$ cat config.mk
export PLATFORM = sky130hd
export DESIGN_NAME = rcc_collision_ctl
export DESIGN_NICKNAME = d
export VERILOG_FILES = /design/src/hdl/rcc_pkg.sv /design/src/hdl/rcc_coll_ext.sv /design/src/hdl/rcc_collision_ctl.sv
export SDC_FILE = /design/constraint.sdc
export NUM_CORES = 1
export LEC_CHECK = 0
export BUFFER_PORTS_ARGS = -buffer_cell sky130_fd_sc_hd__buf_4
export CAP_MARGIN = 20
export CORE_UTILIZATION = 48
export CTS_BUF_LIST = sky130_fd_sc_hd__clkbuf_8
export DETAILED_ROUTE_END_ITERATION = 10
export PLACE_DENSITY = 0.66
export SYNTH_ARGS = -nofsm -noshare
export SYNTH_HDL_FRONTEND = slang
export SYNTH_SLANG_ARGS = --single-unit
$ cat constraint.sdc
create_clock -name core_clk_i -period 3.8 [get_ports core_clk_i]
set_input_delay 0.38 -clock core_clk_i [delete_from_list [all_inputs] [get_ports core_clk_i]]
set_output_delay 0.38 -clock core_clk_i [all_outputs]
set_load 0.02 [all_outputs]
$ cat src/hdl/rcc_pkg.sv
package rcc_pkg;

	// ----------------------------------------
	// timing, in bit times
	// ----------------------------------------
	localparam logic [6:0] BITS_MIN = 7'h60;
	localparam logic [6:0] WAIT_BITS = 7'h08;
	localparam logic [6:0] CNT_RST = 7'h00;
	localparam logic [6:0] CNT_MAX = 7'h7f;
	localparam int TW2_BITS = 3;

	// ----------------------------------------
	// main state machine
	// ----------------------------------------
	typedef enum logic [2:0] {
		RCC_IDLE,
		RCC_REPEAT,
		RCC_RX_COLL,
		RCC_TX_COLL,
		RCC_ONE_LEFT,
		RCC_WAIT
	} rcc_state_t;

endpackage : rcc_pkg

$ cat src/hdl/rcc_coll_ext.sv
`timescale 1ns/1ps
module rcc_coll_ext #(
	parameter int TW2 = rcc_pkg::TW2_BITS
) (
	// clock and control
	input wire logic core_clk_i,
	input wire logic rst_i,
	input wire logic ce_i,
	input wire logic tick_i,
	// segment collision, already synchronised
	input wire logic col_i,
	output logic active_o
);
	import rcc_pkg::*;

	localparam int CW = $clog2(TW2 + 1);
	localparam logic [CW-1:0] LOAD = CW'(TW2);

	logic [CW-1:0] cnt_r;
	logic [CW-1:0] cnt_nxt;

	// reload while colliding, count down afterwards in bit times
	assign cnt_nxt = col_i ? LOAD : ((tick_i && cnt_r != '0) ? cnt_r - 1'b1 : cnt_r);

	always_ff @(posedge core_clk_i) begin
		if (rst_i) begin
			cnt_r <= '0;
		end else if (ce_i) begin
			cnt_r <= cnt_nxt;
		end
	end

	assign active_o = col_i | (cnt_r != '0);

endmodule : rcc_coll_ext

$ cat src/hdl/rcc_collision_ctl.sv
`timescale 1ns/1ps
module rcc_collision_ctl #(
	parameter int NPORTS = 13,
	parameter int TW2 = rcc_pkg::TW2_BITS
) (
	// clock, reset, enable
	input wire logic core_clk_i,
	input wire logic rst_i,
	input wire logic ce_i,
	// segment side, per port
	input wire logic [NPORTS-1:0] seg_rx_i,
	input wire logic [NPORTS-1:0] seg_col_i,
	output logic [NPORTS-1:0] port_tx_o,
	output logic send_jam_o,
	output logic jam_bit_o,
	// bit clock
	input wire logic bit_clk_i,
	// receive collision line, active low, two-way
	input wire logic receive_collision_line_i,
	output logic receive_collision_line_o,
	output logic receive_collision_line_oe_n_o,
	// wired-or lines, separate drive and sense, active low
	input wire logic any_transmit_collision_line_sense_n_i,
	output logic any_transmit_collision_line_drive_n_o,
	input wire logic repeater_activity_line_sense_n_i,
	output logic repeater_activity_line_drive_n_o,
	// arbitration chain, active low
	input wire logic arbitration_chain_in_n_i,
	output logic arbitration_chain_out_n_o,
	// serial bus enable, active low, and its qualifier
	input wire logic bus_serial_enable_n_i,
	output logic bus_data_ok_o,
	// state for observation
	output rcc_pkg::rcc_state_t state_o
);
	import rcc_pkg::*;

	localparam int PW = (NPORTS > 1) ? $clog2(NPORTS) : 1;
	localparam int NS = 2 * NPORTS + 6;
	// each pin's idle level, so no false activity or edge shows after reset
	localparam logic [NS-1:0] SYNC_IDLE = {5'h1f, {(2 * NPORTS + 1){1'b0}}};

	// ----------------------------------------
	// functions
	// ----------------------------------------
	// lowest index wins: port 0 is top of the chain
	function automatic logic [PW-1:0] first_set(input logic [NPORTS-1:0] v);
		logic [PW-1:0] idx;
		idx = '0;
		for (int i = NPORTS - 1; i >= 0; i--) begin
			if (v[i]) begin
				idx = PW'(i);
			end
		end
		return idx;
	endfunction : first_set

	function automatic logic [NPORTS-1:0] port_mask(input logic own, input logic [PW-1:0] p);
		logic [NPORTS-1:0] m;
		m = '0;
		m[p] = own;
		return m;
	endfunction : port_mask

	// ----------------------------------------
	// input synchronisers
	// ----------------------------------------
	wire [NS-1:0] async_in = {bus_serial_enable_n_i, arbitration_chain_in_n_i,
		repeater_activity_line_sense_n_i, any_transmit_collision_line_sense_n_i,
		receive_collision_line_i, bit_clk_i, seg_col_i, seg_rx_i};
	logic [NS-1:0] meta_r;
	logic [NS-1:0] sync_r;

	genvar g;
	generate
		for (g = 0; g < NS; g++) begin : g_sync
			always_ff @(posedge core_clk_i) begin
				if (rst_i) begin
					meta_r[g] <= SYNC_IDLE[g];
					sync_r[g] <= SYNC_IDLE[g];
				end else if (ce_i) begin
					meta_r[g] <= async_in[g];
					sync_r[g] <= meta_r[g];
				end
			end
		end
	endgenerate

	wire [NPORTS-1:0] rx_v = sync_r[NPORTS-1:0];
	wire [NPORTS-1:0] col_raw = sync_r[2*NPORTS-1:NPORTS];
	wire bclk_s = sync_r[2*NPORTS];
	wire rcoll_in_n = sync_r[2*NPORTS+1];
	wire anyx_in_n = sync_r[2*NPORTS+2];
	wire act_in_n = sync_r[2*NPORTS+3];
	wire chain_free = sync_r[2*NPORTS+4];
	wire ire_n = sync_r[2*NPORTS+5];

	// ----------------------------------------
	// bit tick and collision extension
	// ----------------------------------------
	logic bclk_d_r;
	wire tick = bclk_s & ~bclk_d_r;
	logic [NPORTS-1:0] col_v;

	generate
		for (g = 0; g < NPORTS; g++) begin : g_ext
			rcc_coll_ext #(
				.TW2(TW2)
			) u_ext (
				.core_clk_i(core_clk_i),
				.rst_i(rst_i),
				.ce_i(ce_i),
				.tick_i(tick),
				.col_i(col_raw[g]),
				.active_o(col_v[g])
			);
		end
	endgenerate

	// ----------------------------------------
	// registers
	// ----------------------------------------
	rcc_state_t state_r;
	rcc_state_t state_nxt;
	logic [6:0] cnt_r;
	logic [6:0] cnt_nxt;
	logic [PW-1:0] port_n_r;
	logic [PW-1:0] port_n_nxt;
	logic own_n_r;
	logic own_n_nxt;
	logic [PW-1:0] port_m_r;
	logic [PW-1:0] port_m_nxt;
	logic own_m_r;
	logic own_m_nxt;
	logic jam_r;
	logic jam_nxt;
	logic rcoll_drv_r;
	logic rcoll_drv_nxt;
	logic anyx_drv_r;
	logic anyx_drv_nxt;
	logic act_drv_r;
	logic act_drv_nxt;
	logic chain_out_n_r;
	logic chain_out_n_nxt;
	logic [NPORTS-1:0] tx_r;
	logic [NPORTS-1:0] tx_nxt;
	logic send_jam_r;
	logic send_jam_nxt;
	logic data_ok_r;
	logic data_ok_nxt;

	// ----------------------------------------
	// decode
	// ----------------------------------------
	wire [NPORTS-1:0] busy_v = rx_v | col_v;
	wire any_busy = |busy_v;
	wire any_col = |col_v;
	wire multi_col = |(col_v & (col_v - 1'b1));
	wire [NPORTS-1:0] n_mask = port_mask(own_n_r, port_n_r);
	wire [NPORTS-1:0] m_mask = port_mask(own_m_r, port_m_r);
	wire rx_n = |(rx_v & n_mask);
	wire col_n = |(col_v & n_mask);
	wire m_col = |(col_v & m_mask);
	wire m_rx = |(rx_v & m_mask);
	// own drives folded in so a standalone chip needs no loop-back to react
	wire rcoll_bus = ~rcoll_in_n | rcoll_drv_r;
	wire anyx_bus = ~anyx_in_n | anyx_drv_r;
	wire act_bus = ~act_in_n | act_drv_r;
	wire cnt_done = cnt_r >= BITS_MIN;
	// exits sampled on a tick so wired lines have settled for one bit
	wire exit_ok = cnt_done & tick;
	wire in_idle = state_r == RCC_IDLE;
	wire in_rep = state_r == RCC_REPEAT;
	wire in_rxc = state_r == RCC_RX_COLL;
	wire in_txc = state_r == RCC_TX_COLL;
	wire in_one = state_r == RCC_ONE_LEFT;
	wire in_wait = state_r == RCC_WAIT;
	wire recv_phase = in_rep | in_rxc;
	wire entering = state_nxt != state_r;
	wire jam_state_nxt = (state_nxt == RCC_RX_COLL) | (state_nxt == RCC_TX_COLL) |
		(state_nxt == RCC_ONE_LEFT);

	// ----------------------------------------
	// main state machine
	// ----------------------------------------
	always_comb begin
		state_nxt = state_r;
		case (state_r)
			RCC_IDLE: begin
				if (act_bus || any_busy) begin
					state_nxt = RCC_REPEAT;
				end
			end
			RCC_REPEAT: begin
				if (rcoll_bus) begin
					state_nxt = RCC_RX_COLL;
				end else if (anyx_bus) begin
					state_nxt = RCC_TX_COLL;
				end else if (!act_bus && !rx_n && tick) begin
					// short frames are extended by jam
					state_nxt = cnt_done ? RCC_WAIT : RCC_RX_COLL;
				end
			end
			RCC_RX_COLL: begin
				if (anyx_bus) begin
					state_nxt = RCC_TX_COLL;
				end else if (exit_ok && !rcoll_bus && !act_bus && !rx_n && !col_n) begin
					state_nxt = RCC_WAIT;
				end
			end
			RCC_TX_COLL: begin
				if (exit_ok && !anyx_bus) begin
					if (act_bus || any_col) begin
						state_nxt = RCC_ONE_LEFT;
					end else begin
						state_nxt = RCC_WAIT;
					end
				end
			end
			RCC_ONE_LEFT: begin
				if (anyx_bus) begin
					state_nxt = RCC_TX_COLL;
				end else if (tick && !act_bus && !rcoll_bus && !m_col && !m_rx) begin
					state_nxt = RCC_WAIT;
				end
			end
			RCC_WAIT: begin
				if (tick && cnt_r >= WAIT_BITS) begin
					state_nxt = RCC_IDLE;
				end
			end
			default: begin
				state_nxt = RCC_IDLE;
			end
		endcase
	end

	// ----------------------------------------
	// bit counter and jam pattern
	// ----------------------------------------
	assign cnt_nxt = entering ? CNT_RST :
		((tick && cnt_r != CNT_MAX) ? cnt_r + 1'b1 : cnt_r);
	// first jam bit is a one, then alternating
	assign jam_nxt = (jam_state_nxt && !send_jam_r) ? 1'b1 : (tick ? ~jam_r : jam_r);
	assign send_jam_nxt = jam_state_nxt;

	// ----------------------------------------
	// port roles and arbitration
	// ----------------------------------------
	wire idle_claim = in_idle & chain_free & any_busy;
	assign own_n_nxt = in_idle ? idle_claim :
		(recv_phase && state_nxt != RCC_TX_COLL ? own_n_r : 1'b0);
	assign port_n_nxt = in_idle ? first_set(busy_v) : port_n_r;
	// colliding port re-arbitrated every cycle of transmit collision
	assign own_m_nxt = (state_nxt == RCC_TX_COLL) ? (chain_free & any_col) :
		((state_nxt == RCC_ONE_LEFT) ? own_m_r : 1'b0);
	assign port_m_nxt = (state_nxt == RCC_TX_COLL) ? first_set(col_v) : port_m_r;
	assign chain_out_n_nxt = ~(~chain_free | idle_claim | (own_n_nxt & recv_phase) |
		own_m_nxt);

	// ----------------------------------------
	// bus line drives
	// ----------------------------------------
	assign rcoll_drv_nxt = (recv_phase & col_n) | (in_one & own_m_r & m_col);
	// machine holds the line for the enforced period; ports only while not the winner
	assign anyx_drv_nxt = (state_nxt == RCC_TX_COLL && (!in_txc || !cnt_done)) |
		(in_txc & multi_col) |
		(recv_phase & |(col_v & ~n_mask)) |
		((in_txc | in_one) & |(col_v & ~m_mask));
	assign act_drv_nxt = idle_claim | (recv_phase & (rx_n | col_n) & own_n_nxt) |
		((in_txc | in_one) & own_m_nxt & (m_col | m_rx));

	// ----------------------------------------
	// transmit enables and bus data qualifier
	// ----------------------------------------
	always_comb begin
		tx_nxt = '0;
		case (state_nxt)
			RCC_REPEAT: tx_nxt = ~port_mask(own_n_nxt, port_n_nxt);
			RCC_RX_COLL: tx_nxt = ~port_mask(own_n_nxt, port_n_nxt);
			RCC_TX_COLL: tx_nxt = '1;
			RCC_ONE_LEFT: tx_nxt = ~port_mask(own_m_nxt, port_m_nxt);
			default: tx_nxt = '0;
		endcase
	end

	// serial lines meaningless from the first collision on
	assign data_ok_nxt = (state_nxt == RCC_REPEAT) & ~ire_n & ~rcoll_bus & ~anyx_bus;

	// ----------------------------------------
	// state registers
	// ----------------------------------------
	always_ff @(posedge core_clk_i) begin
		if (rst_i) begin
			state_r <= RCC_IDLE;
			cnt_r <= CNT_RST;
			bclk_d_r <= 1'b1;
			jam_r <= 1'b0;
			send_jam_r <= 1'b0;
		end else if (ce_i) begin
			state_r <= state_nxt;
			cnt_r <= cnt_nxt;
			bclk_d_r <= bclk_s;
			jam_r <= jam_nxt;
			send_jam_r <= send_jam_nxt;
		end
	end

	always_ff @(posedge core_clk_i) begin
		if (rst_i) begin
			port_n_r <= '0;
			own_n_r <= 1'b0;
			port_m_r <= '0;
			own_m_r <= 1'b0;
			chain_out_n_r <= 1'b1;
		end else if (ce_i) begin
			port_n_r <= port_n_nxt;
			own_n_r <= own_n_nxt;
			port_m_r <= port_m_nxt;
			own_m_r <= own_m_nxt;
			chain_out_n_r <= chain_out_n_nxt;
		end
	end

	always_ff @(posedge core_clk_i) begin
		if (rst_i) begin
			rcoll_drv_r <= 1'b0;
			anyx_drv_r <= 1'b0;
			act_drv_r <= 1'b0;
			tx_r <= '0;
			data_ok_r <= 1'b0;
		end else if (ce_i) begin
			rcoll_drv_r <= rcoll_drv_nxt;
			anyx_drv_r <= anyx_drv_nxt;
			act_drv_r <= act_drv_nxt;
			tx_r <= tx_nxt;
			data_ok_r <= data_ok_nxt;
		end
	end

	// ----------------------------------------
	// outputs
	// ----------------------------------------
	assign port_tx_o = tx_r;
	assign send_jam_o = send_jam_r;
	assign jam_bit_o = jam_r;
	// active low line: drive a zero only while asserting, else release
	assign receive_collision_line_o = ~rcoll_drv_r;
	assign receive_collision_line_oe_n_o = ~rcoll_drv_r;
	assign any_transmit_collision_line_drive_n_o = ~anyx_drv_r;
	assign repeater_activity_line_drive_n_o = ~act_drv_r;
	assign arbitration_chain_out_n_o = chain_out_n_r;
	assign bus_data_ok_o = data_ok_r;
	assign state_o = state_r;

endmodule : rcc_collision_ctl

==> impl_metrics.json <==
{
  "coreArea_um2": 14750,
  "synth_edf_count": 0,
  "initial_utilization": 0.5009,
  "synth_most_common_cell": "nor2_1",
  "grt_remaining_overflow": 0,
  "critPathCaptureType": "flip-flop",
  "relSlewSlack": 0.4401,
  "clock_tree.buffer_depth": 2,
  "die_x_um": 126.1,
  "insertion_delay_ns": 0.46,
  "grt_pass1_vias": 6162,
  "antenna_left": 0,
  "path_max_fanout": 14,
  "cts_buffers": 17,
  "stdcell_area_um2": 8436,
  "grtUsageTotal": 0.2542,
  "cts_sinks": 131,
  "yosysTopAreaCell": "dfxtp_1",
  "antenna_found_initial": 0,
  "min_path_type": "in -> reg",
  "diodes": 0,
  "die_area_um2": 15900,
  "placed_area_um2": 8043,
  "async_flop_share": 0,
  "root_buffer": "clkbuf_8",
  "finalHoldViolCount": 0,
  "rsz0062_at_grt": "no",
  "cts_htree_levels": 4,
  "max_cap_violations": 0,
  "synthesis.nets": 970,
  "synth_flop_cell": "dfxtp_1",
  "syn_area_um2": 7391,
  "clkTransAtPathRegs_ns": 0.08,
  "viasPerCell": 5.954,
  "wl_um": 19560,
  "grt_pass1_wl_um": 32160,
  "ys_seq_area_frac": 0.3548,
  "worst_pin_slew_ns": 0.8367,
  "rows": 44,
  "synthTopCellsByCount": "151 x nor2_1, 131 x dfxtp_1, 63 x mux2i_1, 61 x nand2_1, 41 x clkbuf_1",
  "cts_tree": "yes",
  "worstHoldStart": "bus_serial_enable_n_i",
  "power.density_nw_per_um2": 415.2,
  "irDropWorstVdd_uv": 311.9,
  "hpwlAfterDp_um": 14100,
  "outcome": "finished clean",
  "ios": 59,
  "post_cts_resize_count": 0,
  "syn2layout_area_growth_pct": 14.14,
  "power.leakage_nw": 3.269,
  "syn_inst": 920,
  "cts_setup_buffers": 0,
  "rr_startpoint": "g_ext[8].u_ext.cnt_r[0]$_SDFFE_PP0P_",
  "ys_ff_latch": 131,
  "cp-startpoint": "g_ext[8].u_ext.cnt_r[0]$_SDFFE_PP0P_",
  "setup_violations": 0,
  "wl_per_cell_um": 16.82,
  "finalPower_mw": 3.503,
  "portBuffers": 58,
  "crit_arrival_ns": 3.80,
  "die_y_um": 126.1,
  "timing.fmax_ghz": 0.2910,
  "fin_crit_ns": 3.436,
  "tns_ns": 0,
  "ys_types": 75,
  "first_iter_violations": 646,
  "min_period_over_period": 0.9042,
  "ys.warnings.count": 0,
  "fill_cells": 1404,
  "first_pass_iters": 5,
  "fin_nets": 1016,
  "startpoint_type": "flip-flop",
  "synth.top_cells.by_area": "dfxtp_1 35%, mux2i_1 8.5%, nor2_1 7.7%",
  "drv_slew": 0,
  "vias": 6924,
  "path_class": "reg -> reg",
  "finClkSkew_ns": 0.01330,
  "reg2reg_slack_ns": 0.36,
  "critPathRequiredTime_ns": 4.16,
  "gp_congestion": 0.9691,
  "route.detailed.drc": 0,
  "drive_above_1_share": 0.1399,
  "yosys.area.top_type_share": 0.3548,
  "grt_start_max_net_pins": 81,
  "hold_buffers": 0,
  "synth.avg_cell_area_um2": 8.034
}
-- through the flow --
stage | hold slack [ns] | worst slack, ns | utilization | std cells
5_1_grt | 0.1003 | 0.1102 | 0.5717 | 1163
3_3_place_gp | 0.4427 | 0.4873 | 0.5451 | 1131
6_report | 0.1287 | 0.3640 | 0.5717 | 1163
2_1_floorplan | 0.4314 | 0.7390 | - | 920
4_1_cts | 0.09579 | 0.3882 | 0.5717 | 1163
3_5_place_dp | 0.4439 | 0.4044 | 0.5451 | 1131
-- report_power, final --
group | leakage [nW] | total [mW] | switching, mW | internal [mW]
sequential | 1.07 | 1.54 | 0.0855 | 1.46
clock | 0.192 | 1.14 | 0.556 | 0.587
combinational | 2.00 | 0.815 | 0.479 | 0.336
total | 3.27 | 3.50 | 1.12 | 2.38
-- logic make-up after synthesis --
group | after synthesis | share of synthesized area
xor gates and xnor gates | 4 | 0.004740
buffers and inverters | 94 | 0.04977
AOI/OAI and AO/OA | 208 | 0.2015
and+or+nand+nor | 402 | 0.2724
DFF | 131 | 0.3548
adders and majority gates | 15 | 0.02539
muxes | 66 | 0.09142
-- sequential cells by signal (all words and copies together) (netlist names), 3 cells and up --
name,cells
cnt_r,7
col_raw,13
g_ext.u_ext.cnt_r,26
meta_r,32
port_m_r,4
port_n_r,4
port_tx_o,13
rx_v,13
state_o,3
-- worst max-delay path: stages (launching register included) --
cell	delay, ns
dfxtp_1	0.33
inv_1	0.06
ha_1	0.26
or4b_1	0.49
or4_4	0.53
nor3_2	0.14
a31oi_1	0.12
a211oi_2	0.23
and4_1	0.36
nor2_2	0.18
or3_1	0.40
a311oi_1	0.24
-- metal layers --
layer,vias up,GRT usage,routed length [µm]
met3,26,0.06542,1581
met2,287,0.3734,8351
li1,3435,-,-
met4,0,0.08505,311
met5,-,0,0
met1,3176,0.3598,9317
-- path summary, 6_finish.rpt --
path / end / cells past startpoint
worst min register to register: rcoll_in_n$_SDFFE_PP1P_ / 1
worst max-delay path: act_drv_r$_SDFFE_PP0P_ / 11
worst max register to register: act_drv_r$_SDFFE_PP0P_ / 11
worst min-delay path: meta_r[31]$_SDFFE_PP1P_ / 2
-- placed cells by master (no fill, tap or decap), types with 3 or more instances in the layout --
cell        netlist  layout
nor2_1          151     151
dfxtp_1         131     131
buf_4             2      85
mux2i_1          63      63
nand2_1          61      61
a21oi_1          37      37
inv_1            35      36
o21ai_0          35      35
nor2b_1          35      35
nand2b_1         31      31
nand3_1          29      29
nor3_1           21      21
clkbuf_8          0      21
a311oi_1         19      19
a211o_1          15      15
ha_1             15      15
nand4_1          14      14
a221oi_1         13      13
nor3b_1          11      11
o21a_1           11      11
a211oi_1         10      10
o22ai_1           8       8
o211ai_1          8       8
a22oi_1           7       7
o31ai_1           7       7
or3_1             6       6
nor4_1            6       6
nand3b_1          5       5
o32ai_1           4       4
or4_1             4       4
xor2_1            4       4
clkinvlp_4        0       4
or3b_2            3       3
and3_1            3       3
or2_2             3       3
nor3_2            3       3
a31oi_1           3       3
a32oi_1           3       3
clkinv_4          0       3
-- layout make-up --
type                       count  area, µm²  area share
inverter                      35      131.4     0.01557
timing repair buffer          86      658.1     0.07802
sequential                   131       2623      0.3109
clock buffer                  21      289.0     0.03426
tap                          184      230.2     0.02729
multi-input combinational    695       4400      0.5217
clock inverter                11      103.9     0.01231
Power figures use the tool's default switching activity.
